`src/ierc_regs.svh`:
```
// register offsets, field positions, reset values and timing counts
`ifndef IERC_REGS_SVH
`define IERC_REGS_SVH
`define IERC_ADDR_CONTROL 16'hFFA6
`define IERC_ADDR_FLAGS 16'hFFA7
`define IERC_ADDR_STATUS 16'hFFA8
`define IERC_ADDR_CLKSEL 16'hFFA9
`define IERC_CONTROL_RESET 8'h00
`define IERC_FLAGS_RESET 8'h00
`define IERC_BIT_WAIT_RELEASE 7
`define IERC_BIT_ENABLE 6
`define IERC_BIT_COMM_EXIT 5
`define IERC_BIT_STOP_IRQ_EN 4
`define IERC_BIT_WAIT_TIMING 3
`define IERC_BIT_ACK_ENABLE 2
`define IERC_BIT_START_REQ 1
`define IERC_BIT_STOP_REQ 0
`define IERC_BIT_START_FAIL 7
`define IERC_BIT_BUS_BUSY 6
`define IERC_BIT_INIT_STATE 1
`define IERC_BIT_RSV_DISABLE 0
`define IERC_BIT_MASTER 7
`define IERC_BIT_EXT_CODE 6
`define IERC_BIT_ADDR_MATCH 5
`define IERC_BIT_TX_DIR 4
`define IERC_BIT_ACK_DET 2
`define IERC_BIT_START_DET 1
`define IERC_BIT_STOP_DET 0
`define IERC_BIT_CLK_LEVEL 5
`define IERC_BIT_DATA_LEVEL 4
`define IERC_CLK_HZ 20000000
`define IERC_HALF_NS 5000
`define IERC_HALF_CYCLES ((`IERC_HALF_NS * (`IERC_CLK_HZ / 1000000) + 999) / 1000)
`endif

```
`src/ierc_pkg.sv`:
```
// types shared by the control block
package ierc_pkg;
   typedef enum logic [2:0] {
      ierc_idle_type_v = 3'h0,
      ierc_start_type_v = 3'h1,
      ierc_hold_type_v = 3'h3,
      ierc_stop_low_type_v = 3'h2,
      ierc_stop_high_type_v = 3'h6
   } ierc_gen_type;
endpackage

```
`src/ierc_control.sv`:
```
// enable, communication exit, wait release and bus status control
`timescale 1ns/1ps
`include "ierc_regs.svh"
module ierc_control
   import ierc_pkg::*;
#(
   parameter int HALF_CYCLES = `IERC_HALF_CYCLES
)
(
   input wire logic clk,
   input wire logic rst,
   input wire logic [15:0] addr,
   input wire logic [7:0] wdata,
   input wire logic wr,
   input wire logic rd,
   output logic [7:0] rdata,
   input wire logic scl_in,
   input wire logic sda_in,
   output logic scl_out,
   output logic scl_oe,
   output logic sda_out,
   output logic sda_oe,
   input wire logic wait_active,
   input wire logic ninth_clock_wait,
   input wire logic address_match,
   input wire logic extension_code,
   output logic standby,
   output logic wait_done
);
   typedef struct packed {
      logic [7:0] ctrl;
      logic start_fail;
      logic bus_busy;
      logic init_state;
      logic rsv_disable;
      logic master;
      logic ext_code;
      logic addr_match;
      logic tx_dir;
      logic ack_det;
      logic start_det;
      logic stop_det;
      logic clk_level;
      logic data_level;
      logic standby;
      logic wait_done;
      logic enabled_old;
      logic scl_drive;
      logic sda_drive;
      ierc_gen_type gen;
      logic [15:0] timer;
      logic [7:0] rdata;
   } ierc_ctl_type;
   ierc_ctl_type state;
   ierc_ctl_type next_state;
   logic scl_level;
   logic sda_level;
   logic start_seen;
   logic stop_seen;
   ierc_line_monitor u_mon (
      .clk(clk),
      .rst(rst),
      .scl_in(scl_in),
      .sda_in(sda_in),
      .scl_level(scl_level),
      .sda_level(sda_level),
      .start_seen(start_seen),
      .stop_seen(stop_seen)
   );
   function automatic logic hit(input logic [15:0] a, input logic [15:0] target);
      hit = (a == target);
   endfunction
   //////////////////////////////////////////////////////////////////////////
   always_comb begin
      logic en;
      logic rising;
      logic timer_done;
      logic [7:0] status_view;
      logic [7:0] flag_view;
      logic [7:0] clk_view;
      en = 1'b0;
      rising = 1'b0;
      timer_done = 1'b0;
      status_view = 8'h00;
      flag_view = 8'h00;
      clk_view = 8'h00;
      next_state = state;
      next_state.wait_done = 1'b0;
      next_state.ctrl[`IERC_BIT_COMM_EXIT] = 1'b0;
      // register writes
      if (wr && hit(addr, `IERC_ADDR_CONTROL)) begin
         next_state.ctrl = wdata;
         // self-clearing bits act only when written as one
         next_state.ctrl[`IERC_BIT_COMM_EXIT] = 1'b0;
         next_state.ctrl[`IERC_BIT_WAIT_RELEASE] = state.ctrl[`IERC_BIT_WAIT_RELEASE]
            | wdata[`IERC_BIT_WAIT_RELEASE];
      end
      if (wr && hit(addr, `IERC_ADDR_FLAGS)) begin
         next_state.init_state = wdata[`IERC_BIT_INIT_STATE];
         next_state.rsv_disable = wdata[`IERC_BIT_RSV_DISABLE];
      end
      en = next_state.ctrl[`IERC_BIT_ENABLE];
      rising = en && !state.enabled_old;
      next_state.enabled_old = en;
      timer_done = (state.timer == 16'h0000);
      if (!timer_done) begin
         next_state.timer = state.timer - 16'h0001;
      end
      if (!en) begin
         // stopped: status, busy, fail and level monitors held cleared
         next_state.ctrl[`IERC_BIT_WAIT_RELEASE] = 1'b0;
         next_state.ctrl[`IERC_BIT_START_REQ] = 1'b0;
         next_state.ctrl[`IERC_BIT_STOP_REQ] = 1'b0;
         next_state.master = 1'b0;
         next_state.ext_code = 1'b0;
         next_state.addr_match = 1'b0;
         next_state.tx_dir = 1'b0;
         next_state.ack_det = 1'b0;
         next_state.start_det = 1'b0;
         next_state.stop_det = 1'b0;
         next_state.start_fail = 1'b0;
         next_state.bus_busy = 1'b0;
         next_state.clk_level = 1'b0;
         next_state.data_level = 1'b0;
         next_state.standby = 1'b0;
         next_state.scl_drive = 1'b0;
         next_state.sda_drive = 1'b0;
         next_state.gen = ierc_idle_type_v;
      end else begin
         next_state.clk_level = scl_level;
         next_state.data_level = sda_level;
         if (rising) begin
            next_state.bus_busy = state.init_state;
            if (scl_level && !sda_level) begin
               next_state.start_det = 1'b1;
               next_state.bus_busy = 1'b1;
            end
         end
         if (start_seen) begin
            next_state.bus_busy = 1'b1;
            next_state.start_det = 1'b1;
            next_state.stop_det = 1'b0;
         end
         if (stop_seen) begin
            next_state.bus_busy = 1'b0;
            next_state.stop_det = 1'b1;
            next_state.start_det = 1'b0;
            next_state.master = 1'b0;
            next_state.standby = 1'b0;
         end
         if (state.standby && state.start_det && (address_match || extension_code)) begin
            next_state.standby = 1'b0;
         end
         next_state.addr_match = next_state.addr_match | (address_match && !state.standby);
         next_state.ext_code = next_state.ext_code | (extension_code && !state.standby);
         // start request
         if (state.ctrl[`IERC_BIT_START_REQ] && state.gen == ierc_idle_type_v) begin
            if (state.rsv_disable && state.bus_busy) begin
               next_state.start_fail = 1'b1;
               next_state.ctrl[`IERC_BIT_START_REQ] = 1'b0;
            end else if (!state.bus_busy && !state.standby) begin
               next_state.gen = ierc_start_type_v;
               next_state.sda_drive = 1'b1;
               next_state.timer = 16'(HALF_CYCLES);
            end
         end
         // stop request
         if (state.ctrl[`IERC_BIT_STOP_REQ] && state.gen == ierc_hold_type_v) begin
            next_state.gen = ierc_stop_low_type_v;
            next_state.scl_drive = 1'b1;
            next_state.sda_drive = 1'b1;
            next_state.timer = 16'(HALF_CYCLES);
         end
         case (state.gen)
            ierc_start_type_v: begin
               if (timer_done) begin
                  next_state.gen = ierc_hold_type_v;
                  next_state.scl_drive = 1'b1;
                  next_state.master = 1'b1;
                  next_state.ctrl[`IERC_BIT_START_REQ] = 1'b0;
               end
            end
            ierc_stop_low_type_v: begin
               if (timer_done) begin
                  next_state.gen = ierc_stop_high_type_v;
                  next_state.scl_drive = 1'b0;
                  next_state.timer = 16'(HALF_CYCLES);
               end
            end
            ierc_stop_high_type_v: begin
               if (timer_done) begin
                  next_state.gen = ierc_idle_type_v;
                  next_state.sda_drive = 1'b0;
                  next_state.ctrl[`IERC_BIT_STOP_REQ] = 1'b0;
               end
            end
            ierc_idle_type_v: begin
            end
            ierc_hold_type_v: begin
            end
            default: begin
               next_state.gen = ierc_idle_type_v;
            end
         endcase
         // wait release
         if (state.ctrl[`IERC_BIT_WAIT_RELEASE]) begin
            if (wait_active) begin
               next_state.wait_done = 1'b1;
               next_state.ctrl[`IERC_BIT_WAIT_RELEASE] = 1'b0;
               if (ninth_clock_wait && state.tx_dir) begin
                  next_state.tx_dir = 1'b0;
                  next_state.sda_drive = 1'b0;
               end
            end else begin
               next_state.ctrl[`IERC_BIT_WAIT_RELEASE] = 1'b0;
            end
         end
         // communication exit, only honoured while enabled
         if (wr && hit(addr, `IERC_ADDR_CONTROL) && wdata[`IERC_BIT_COMM_EXIT]
             && state.ctrl[`IERC_BIT_ENABLE]) begin
            next_state.standby = 1'b1;
            next_state.scl_drive = 1'b0;
            next_state.sda_drive = 1'b0;
            next_state.gen = ierc_idle_type_v;
            next_state.ctrl[`IERC_BIT_START_REQ] = 1'b0;
            next_state.ctrl[`IERC_BIT_STOP_REQ] = 1'b0;
            next_state.master = 1'b0;
            next_state.ext_code = 1'b0;
            next_state.addr_match = 1'b0;
            next_state.tx_dir = 1'b0;
            next_state.ack_det = 1'b0;
            next_state.start_det = 1'b0;
         end
      end
      // read views
      status_view[`IERC_BIT_MASTER] = state.master;
      status_view[`IERC_BIT_EXT_CODE] = state.ext_code;
      status_view[`IERC_BIT_ADDR_MATCH] = state.addr_match;
      status_view[`IERC_BIT_TX_DIR] = state.tx_dir;
      status_view[`IERC_BIT_ACK_DET] = state.ack_det;
      status_view[`IERC_BIT_START_DET] = state.start_det;
      status_view[`IERC_BIT_STOP_DET] = state.stop_det;
      flag_view[`IERC_BIT_START_FAIL] = state.start_fail;
      flag_view[`IERC_BIT_BUS_BUSY] = state.bus_busy;
      flag_view[`IERC_BIT_INIT_STATE] = state.init_state;
      flag_view[`IERC_BIT_RSV_DISABLE] = state.rsv_disable;
      clk_view[`IERC_BIT_CLK_LEVEL] = state.clk_level;
      clk_view[`IERC_BIT_DATA_LEVEL] = state.data_level;
      next_state.rdata = 8'h00;
      if (rd) begin
         if (hit(addr, `IERC_ADDR_CONTROL)) begin
            next_state.rdata = state.ctrl;
         end else if (hit(addr, `IERC_ADDR_FLAGS)) begin
            next_state.rdata = flag_view;
         end else if (hit(addr, `IERC_ADDR_STATUS)) begin
            next_state.rdata = status_view;
         end else if (hit(addr, `IERC_ADDR_CLKSEL)) begin
            next_state.rdata = clk_view;
         end
      end
   end
   //////////////////////////////////////////////////////////////////////////
   always_ff @(posedge clk) begin
      if (rst) begin
         state <= '0;
         state.ctrl <= `IERC_CONTROL_RESET;
         state.gen <= ierc_idle_type_v;
      end else begin
         state <= next_state;
      end
   end
   assign rdata = state.rdata;
   assign scl_out = 1'b0;
   assign sda_out = 1'b0;
   assign scl_oe = state.scl_drive;
   assign sda_oe = state.sda_drive;
   assign standby = state.standby;
   assign wait_done = state.wait_done;
endmodule

```
`src/ierc_line_monitor.sv`:
```
// synchroniser and start/stop detector for the two bus lines
`timescale 1ns/1ps
module ierc_line_monitor
   import ierc_pkg::*;
(
   input wire logic clk,
   input wire logic rst,
   input wire logic scl_in,
   input wire logic sda_in,
   output logic scl_level,
   output logic sda_level,
   output logic start_seen,
   output logic stop_seen
);
   typedef struct packed {
      logic [1:0] scl_sync;
      logic [1:0] sda_sync;
      logic scl_old;
      logic sda_old;
      logic start_p;
      logic stop_p;
   } ierc_mon_type;
   ierc_mon_type state;
   ierc_mon_type next_state;
   always_comb begin
      next_state = state;
      next_state.scl_sync = {state.scl_sync[0], scl_in};
      next_state.sda_sync = {state.sda_sync[0], sda_in};
      next_state.scl_old = state.scl_sync[1];
      next_state.sda_old = state.sda_sync[1];
      // data falling while clock high is a start, data rising a stop
      next_state.start_p = state.scl_sync[1] && state.scl_old && state.sda_old
         && !state.sda_sync[1];
      next_state.stop_p = state.scl_sync[1] && state.scl_old && !state.sda_old
         && state.sda_sync[1];
   end
   always_ff @(posedge clk) begin
      if (rst) begin
         state <= '{scl_sync: 2'h3, sda_sync: 2'h3, scl_old: 1'b1, sda_old: 1'b1,
                    start_p: 1'b0, stop_p: 1'b0};
      end else begin
         state <= next_state;
      end
   end
   assign scl_level = state.scl_old;
   assign sda_level = state.sda_old;
   assign start_seen = state.start_p;
   assign stop_seen = state.stop_p;
endmodule

```
`config.mk`:
```
export PLATFORM = sky130hd
export DESIGN_NAME = ierc_control
export DESIGN_NICKNAME = d
export VERILOG_FILES = /design/src/ierc_pkg.sv /design/src/ierc_control.sv /design/src/ierc_line_monitor.sv
export VERILOG_INCLUDE_DIRS = /design/src /design/src/src
export SDC_FILE = /design/constraint.sdc
export NUM_CORES = 1
export LEC_CHECK = 0
export BUFFER_PORTS_ARGS = -buffer_cell sky130_fd_sc_hd__buf_2
export CAP_MARGIN = 25
export CORE_ASPECT_RATIO = 1.75
export CORE_MARGIN = 4
export CORE_UTILIZATION = 59
export DETAILED_ROUTE_END_ITERATION = 8
export HOLD_SLACK_MARGIN = 0.1
export PLACE_DENSITY = 0.95
export RECOVER_POWER = 50
export SLEW_MARGIN = 10
export SYNTH_ARGS = -nofsm -noshare
export SYNTH_HDL_FRONTEND = slang
export SYNTH_SLANG_ARGS = --single-unit
```
`constraint.sdc`:
```
create_clock -name clk -period 5.43 [get_ports clk]
set_input_delay 1.086 -clock clk [delete_from_list [all_inputs] [get_ports clk]]
set_output_delay 1.086 -clock clk [all_outputs]
set_load 0.1 [all_outputs]
```
; Word level (Yosys, flattened, before mapping)
; Index checks and enable logic that the tools add are counted.
[totals]
ff_bits = 59
latch_bits = 0
ramBits = 0
rom_bits = 0
input_bits = 34
output_inout_bits = 14
word_cells = 125
memories = 0
[op_classes]
add_sub_neg = 1
multipliers = 0
div_mod_pow = 0
n_lt_le_gt_ge = 0
n_eq_ne = 8
n_shift = 0
muxes = 40
n_bitwise = 6
reduce_logical = 41
[op_table]
columns = cell, count
row1 = $eq 16x16->1 const B, 4
row2 = $mux 20, 3
row3 = $mux 16, 3
row4 = $mux 8, 3
row5 = $mux 1, 22
row6 = $mux 21, 1
row7 = $logic_and 1x1->1, 19
row8 = $mux 19, 1
row9 = $logic_not 16->1, 1
row10 = $sub 16x1->16 const B, 1
row11 = $pmux 3 s4, 1
row12 = $reduce_or 3->1, 4
row13 = $mux 7, 1
row14 = $eq 3x2->1 const B, 2
row15 = $mux 6, 1
row16 = $reduce_bool 2->1, 3
row17 = $reduce_or 2->1, 3
row18 = $logic_not 1->1, 5
row19 = $mux 4, 1
row20 = $reduce_and 2->1, 2
row21 = $reduce_or 4->1, 1
row22 = $eq 3x1->1 const B, 1
row23 = $eq 3x3->1 const B, 1
row24 = $logic_not 3->1, 1
row25 = 7 further kinds, 11

; Depth between registers and ports, before layout
; Gate-level depths: netlist of run 1.
[depth]
word_depth = 9
depth_mapped = 8
ltp_nobuf = 7

; Cells and area by module
; A second synthesis of run 1 with hierarchy kept.
[unflattened]
hier_cells = 282
area_unflattened_um2 = 2558.7
[by_module_without_submodules]
columns = mod, n_inst, cells_per_inst, area_per_inst_um2, seq_area_each_um2
row1 = ierc_control, 1, 264, 2332.2, 980.9
row2 = ierc_line_monitor, 1, 18, 226.5, 160.2

; Worst setup path after synthesis of run 1
; No wires, ideal clock.
[synth_timing]
kind = input-to-reg
from = in addr[6]
to = reg state[46] (netlist name)
setup_time_ns = 0.088
t_arrival_ns = 2.566
required_time_ns = 5.342
setup_slack_ns = 2.776
stages = 6
n_path_buf = 1
cell_sequence = nand4bb_4 -> or3_1 -> buf_6 -> a2111oi_4 -> o21ai_4 -> nor4_2
[synth_between]
elab_chain_len = 7
elab_cells_between_ends = 11
cone_classes = eq/ne (1) / mux (5) / bitwise (1) / reduce/logical (4)
[synth_lines]
columns = element, line_no
row1 = from (decl), ierc_control.sv:12  ; input wire logic [15:0] addr,
row2 = $eq 16x16->1 (*), ierc_control.sv:71  ; hit = (a == target);
row3 = $logic_and 1x1->1 (*), "ierc_control.sv:91, ierc_control.sv:219"
row4 = $mux 7, ierc_control.sv:91  ; if (wr && hit(addr, `IERC_ADDR_CONTROL)) begin
row5 = $mux 1, ierc_control.sv:158  ; if (state.rsv_disable && state.bus_busy) begin
row6 = $mux 1, ierc_control.sv:157  ; if (state.ctrl[`IERC_BIT_START_REQ] && state.gen == ierc_idle_type_v) begin
row7 = $mux 1, ierc_control.sv:176  ; if (timer_done) begin
row8 = $mux 1, ierc_control.sv:174  ; case (state.gen)
row9 = to (signal assigned), ierc_control.sv:269  ; state <= next_state;
row10 = to (decl), ierc_control.sv:54  ; ierc_ctl_type state;
; Mark *: on every way between the ends. The rest lies on a longest branch, timed or not.
; A chain may end at the register's enable or synchronous reset.

; Final worst setup path of run 1
[layout_timing]
from = in addr[6]
to = reg state[40] (netlist name)
[layout_between]
elab_chain_len = 5
elab_cells_between_ends = 7
cone_classes = eq/ne (1) / mux (1) / bitwise (1) / reduce/logical (4)
[layout_lines]
columns = element, line_no
row1 = $eq 16x16->1 (*), ierc_control.sv:71
row2 = $logic_and 1x1->1 (*), "ierc_control.sv:91, ierc_control.sv:219"
row3 = $mux 7 / $logic_and 1x1->1 (equally long branches), "ierc_control.sv:91, ierc_control.sv:219"
row4 = $not 1->1 (no line) / $logic_and 1x1->1 (equally long branches), --
row5 = $reduce_or 3->1 (no line) (*), --
; Marks and branches as above.

==> run_results.csv, run 1 <==
group,metric,value,unit
outcome,outcome,"completed",
worst_setup_path,crit_type,"in2reg",
timing,setup_tns,0,ns
worst_setup_path,reg2reg_from,"state[15]",
route,num_vias,2254,
global_route,grt_start_max_net_pins,32,
layout,drive_gt1_frac,0.178,
route,wl_per_cell,15.7,um
global_route,grt_antenna_before_repair,0,
route,drt_first_pass_iters,4,
global_route,track_usage,0.232,
layout,fill_cells,322,
die,die-area,5500,um2
timing,hold_viol,0,
clock_network,cts_setup_buffers,0,
logic_synthesis,netlist_area,2560,um2
clock_network,tritoncts,"built",
worst_setup_path,cp-start-kind,"primary input",
logic_synthesis,ys_top_cells_by_area,"dfxtp_1, nor3_1, nor2_1, xor2_1, buf_4",
layout,mostFrequentLayoutCells,"dfxtp_1, buf_2, nor2_1",
clock_network,clk_root_buffer_cell,"clkbuf_8",
route,vias_per_cell,5.93,
die,die_x,57.8,um
logic_synthesis,synth-seq-cells,57,
worst_setup_path,cp-end-kind,"register",
timing,fin_worst_skew,0.00789,ns
route,drc_errors,0,
clock_network,cts.sinks,57,
min_path,hp-class,"reg2reg",
power_and_ir_drop,p_int,907,uW
power_and_ir_drop,seqPwrFrac,0.397,
logic_synthesis,syn_area_per_cell,8.87,um2
layout,finalNetCount,362,
route,routed_wl,5970,um
placement,post_dp_cell_area,2720,um2
route,postRouteAntennaNets,0,
clock_network,cts.clk_slew.worst_paths,0.06,ns
layout,finalInstanceArea,2900,um2
global_route,grt_pass1_vias,2197,
timing,finalCritPeriodShare,0.589,
placement,portBuffers,44,
global_route,grt_pass1_wl,9810,um
timing,rsz0062_at_grt,"no",
worst_setup_path,ff2ff_setup_slack,2.41,ns
clock_network,cts_hold_buffers,0,
die,fp.dieH,95.2,um
worst_setup_path,cp.required,5.66,ns
die,rows,31,
min_path,hp-start,"u_mon.next_state[5]",
die,start_util,0.617,
timing,period_needed,3.20,ns
route,drtIter0Drc,101,
power_and_ir_drop,ir_worst_vdd,0.386,mV
placement,place.gp.congestion,0.900,
power_and_ir_drop,leakagePower,0.00114,uW
clock_network,clk-insertion-delay-late,0.34,ns
logic_synthesis,async_flop_share,0,
power_and_ir_drop,p_sw_frac,0.325,
layout,areaGrowthSynthToFinish,13.3,%
timing,worstMarginPinSlew,1.27,ns
clock_network,cts.repair.resized,0,
flow_run,cap_viol_max_count,0,
logic_synthesis,post-synth-top-area-fraction,0.445,
power_and_ir_drop,switching_power,436,uW
layout,final_common_cell,"dfxtp_1",
die,num_io_pins,48,
worst_setup_path,worst-path-max-fanout,10,
timing,slew-limit-headroom,0.142,
timing,max_freq,313,MHz
logic_synthesis,synth-edff-count,0,
layout,final_util,0.700,
clock_network,htreeDepth,3,
logic_synthesis,syn_inst,289,
clock_network,cts_inserted_buffers,9,
clock_network,max-clock-path-buffers,2,
timing,slew_violations,0,
timing,setup_viol,0,
placement,hpwl,4300,um
power_and_ir_drop,clockPowerShare,0.335,
logic_synthesis,synth_area_leader_cell,"dfxtp_1",
layout,antenna-diode-count,0,
die,core_area,4150,um2
worst_setup_path,cp-startpoint,"addr[6]",
logic_synthesis,synth_seq_area_share,0.445,
logic_synthesis,ys_warn_count,0,
logic_synthesis,synthFlopType,"dfxtp_1",
global_route,overflow,0,
power_and_ir_drop,comb_power_share,0.268,
power_and_ir_drop,p_per_area,463,nW/um2
worst_setup_path,critPathArrivalTime,3.43,ns
logic_synthesis,synth_cell_types,50,
## per-stage QoR
step	hold slack (ns)	std cells	worst slack [ns]	power (uW)
5_1_grt	0.436	380	2.01	1420
6_report	0.417	380	2.23	1340
2_1_floorplan	0.389	290	2.78	816
3_5_place_dp	0.393	364	2.38	889
4_1_cts	0.419	380	2.52	1340
3_3_place_gp	0.391	364	2.42	874
## area by class of cell
cell class,instances,area [um2],share of cell area
clock inverters,5,77.6,0.0267
well taps,49,61.3,0.0211
inverters,13,48.8,0.0168
clock buffers,11,151,0.0521
flip-flops and latches,57,1140,0.393
repair buffers,44,204,0.0702
multi-input cells,201,1220,0.420
## kinds of logic after synthesis
family	Yosys count	share of synthesized area
AO/OA/AOI/OAI	40	0.109
XOR/XNOR	14	0.0479
adder cells (fa/ha/maj)	2	0.00976
buffers and inverters	32	0.0679
flip-flops	57	0.445
multiplexers	5	0.0195
other	1	0.00146
AND/OR/NAND/NOR	138	0.299
## critical path, stage by stage
cell and delay [ns]:
buf_2 0.10, nand4bb_1 0.26, nor4_1 0.38, a21boi_0 0.25
o21ai_0 1.04, and2b_2 0.31
## registers in the layout, summed over array words and instances, names as in the netlist
| register | count |
|---|---|
| rdata | 8 |
| scl_oe | 1 |
| u_mon.scl_level | 1 |
| u_mon.start_seen | 1 |
| u_mon.next_state | 4 |
| wait_done | 1 |
| sda_oe | 1 |
| u_mon.stop_seen | 1 |
| standby | 1 |
| u_mon.sda_level | 1 |
| state | 37 |
## power groups by stage
| stage | Clock [uW] | Sequential (uW) | Combinational [uW] |
|---|---|---|---|
| 2_1_floorplan | 0 | 526 | 290 |
| 3_3_place_gp | 0 | 536 | 338 |
| 3_5_place_dp | 0 | 540 | 349 |
| 4_1_cts | 452 | 532 | 358 |
| 5_1_grt | 471 | 542 | 406 |
| 6_report | 450 | 533 | 360 |
## cells in the mapped netlist, types with 10 or more instances
master   instances
nor4_1          10
nor2_1          28
o21ai_0         11
buf_4           12
dfxtp_1         57
inv_1           13
a21oi_1         13
nand3_1         11
xor2_1          12
nor3_1          25
nand2_1         22
## final timing paths
check	end	cells after the start
setup / recovery	state[40]	6
hold / removal	u_mon.next_state[2]	1
setup reg to reg	state[12]	5
hold reg to reg	u_mon.next_state[2]	1
## routing by layer
layer / vias up / global-route usage / part of all wire
li1: 1095 / - / -
met1: 1052 / 0.237 / 0.36
met2: 83 / 0.403 / 0.52
met3: 24 / 0.0691 / 0.066
met4: 0 / 0.149 / 0.046
met5: - / 0 / 0
(Power assumes the default switching activity.)
==> run 2: changes to the inputs <==
--- a/config.mk
+++ b/config.mk
@@ -10,10 +10,10 @@
 export CAP_MARGIN = 25
 export CORE_ASPECT_RATIO = 1.75
 export CORE_MARGIN = 4
-export CORE_UTILIZATION = 59
+export CORE_UTILIZATION = 49
 export DETAILED_ROUTE_END_ITERATION = 8
 export HOLD_SLACK_MARGIN = 0.1
-export PLACE_DENSITY = 0.95
+export PLACE_DENSITY = 0.86
 export RECOVER_POWER = 50
 export SLEW_MARGIN = 10
 export SYNTH_ARGS = -nofsm -noshare
==> constraint.sdc (replaced) <==
create_clock -name clk -period 2.9 [get_ports clk]
set_input_delay 0.58 -clock clk [delete_from_list [all_inputs] [get_ports clk]]
set_output_delay 0.58 -clock clk [all_outputs]
set_load 0.1 [all_outputs]
==> run_results.csv, run 2 (synthesized netlist as in run 1, its figures left out) <==
group,metric,value,unit
outcome,outcome,"completed",
worst_setup_path,cp.required,3.06,ns
clock_network,max-clock-path-buffers,2,
global_route,overflow,0,
power_and_ir_drop,comb_power_share,0.303,
global_route,grt_antenna_before_repair,0,
clock_network,cts_hold_buffers,0,
clock_network,cts.repair.resized,0,
power_and_ir_drop,seqPwrFrac,0.432,
layout,finalNetCount,365,
power_and_ir_drop,p_sw_frac,0.351,
route,num_vias,2232,
power_and_ir_drop,ir_worst_vdd,0.515,mV
worst_setup_path,worst-path-max-fanout,13,
global_route,track_usage,0.184,
worst_setup_path,crit_path_top_delay_cell,"o22a_1",
die,die-area,6500,um2
route,wl_per_cell,14.6,um
die,die_x,62.7,um
timing,worstMarginPinSlew,1.30,ns
timing,finalCritPeriodShare,0.803,
layout,areaGrowthSynthToFinish,12.3,%
timing,worst_slack,0.573,ns
worst_setup_path,worst-path-buf-inv,0,
placement,hpwl,4210,um
die,rows,34,
worst_setup_path,critical_path.top_delay_family,"simple AND/OR/NAND/NOR gates",
power_and_ir_drop,p_int,1500,uW
die,core_area,5020,um2
worst_setup_path,path_cells,"nor4_1, nand4_1, nor3_1, o22a_1, nor3_1",
layout,largest_reg_flops,37,
layout,final_common_cell,"dfxtp_1",
worst_setup_path,cp-start-kind,"register",
placement,portBuffers,44,
clock_network,htreeDepth,3,
timing,hold_viol,0,
global_route,grt_start_max_net_pins,32,
clock_network,clk-insertion-delay-late,0.34,ns
die,start_util,0.510,
timing,setup_tns,0,ns
timing,slew-limit-headroom,0.136,
clock_network,cts.sinks,57,
die,num_io_pins,48,
power_and_ir_drop,p_per_area,802,nW/um2
route,drc_errors,0,
route,drtIter0Drc,90,
clock_network,clk_root_buffer_cell,"clkbuf_8",
layout,largest-register,"state",
placement,place.gp.congestion,0.888,
route,drt_first_pass_iters,5,
layout,antenna-diode-count,0,
placement,dp_slack,0.393,ns
worst_setup_path,cp-end-kind,"register",
worst_setup_path,critPathArrivalTime,2.49,ns
timing,max_freq,430,MHz
worst_setup_path,crit_top_cell,"nor3_1",
clock_network,tritoncts,"built",
timing,period_needed,2.33,ns
route,postRouteAntennaNets,0,
layout,final_util,0.573,
global_route,grt_pass1_wl,9540,um
layout,drive_gt1_frac,0.186,
min_path,hp-class,"reg2reg",
die,fp.dieH,104,um
clock_network,cts_inserted_buffers,9,
route,vias_per_cell,5.75,
timing,fin_worst_skew,0.00703,ns
clock_network,cts.clk_slew.worst_paths,0.06,ns
global_route,grt_pass1_vias,2175,
timing,rsz0062_at_grt,"no",
timing,slew_violations,0,
worst_setup_path,cp_slowest_stage_delay,0.48,ns
clock_network,cts_setup_buffers,0,
timing,setup_viol,0,
worst_setup_path,crit_type,"reg2reg",
route,routed_wl,5670,um
power_and_ir_drop,leakagePower,0.00112,uW
power_and_ir_drop,clockPowerShare,0.265,
flow_run,cap_viol_max_count,0,
layout,mostFrequentLayoutCells,"dfxtp_1, buf_2, nor2_1",
power_and_ir_drop,switching_power,811,uW
-- run 2: cell count changes in the layout (fill, tap and decap cells not counted) --
cell and delta:
clkbuf_1 +1, clkbuf_8 -2, o21ai_1 +1, a21boi_0 -1, bufinv_16 -2, clkinv_2 +2
o21ai_0 -2, buf_4 +3, clkinvlp_4 +1, o21ai_4 +1, a21boi_1 +1
-- run 2: worst paths after layout --
path,from,end,slack (ns),cells after the start
max,state[15],state[8],0.57,5
max reg2reg,state[15],state[8],0.57,5
min,u_mon.next_state[5],u_mon.next_state[2],0.41,1
min reg2reg,u_mon.next_state[5],u_mon.next_state[2],0.41,1
-- run 2: stage by stage --
step	total power [uW]	instances	hold slack, ns	area (um2)
after floorplan	1530	290	0.389	2570
after global placement	1670	372	0.394	2750
after detailed placement	1700	372	0.400	2750
after CTS	2310	388	0.412	2910
after global routing	2470	388	0.420	2880
final	2310	388	0.409	2880
-- run 2: cell type report --
| type | instances | area [um2] |
|---|---|---|
| repair buffers | 47 | 226 |
| flip-flops and latches | 57 | 1140 |
| fillers | 480 | 2140 |
| inverters | 13 | 48.8 |
| well taps | 54 | 67.6 |
| clock inverters | 6 | 35.0 |
| multi-input cells | 201 | 1230 |
| clock buffers | 10 | 128 |
-- run 2: metal layers --
| metal | share of wire | global-route usage | vias up |
|---|---|---|---|
| met1 | 0.36 | 0.182 | 1056 |
| met2 | 0.55 | 0.329 | 65 |
| met5 | 0 | 0 | - |
| met3 | 0.056 | 0.0650 | 17 |
| li1 | - | - | 1094 |
| met4 | 0.033 | 0.0979 | 0 |
-- run 2: power by group through the flow --
| stage | Sequential [uW] | Clock, uW | Combinational (uW) |
|---|---|---|---|
| 6_report | 997 | 612 | 700 |
| 3_5_place_dp | 1010 | 0 | 689 |
| 4_1_cts | 993 | 623 | 697 |
| 5_1_grt | 1010 | 667 | 786 |
| 3_3_place_gp | 1000 | 0 | 665 |
| 2_1_floorplan | 984 | 0 | 544 |
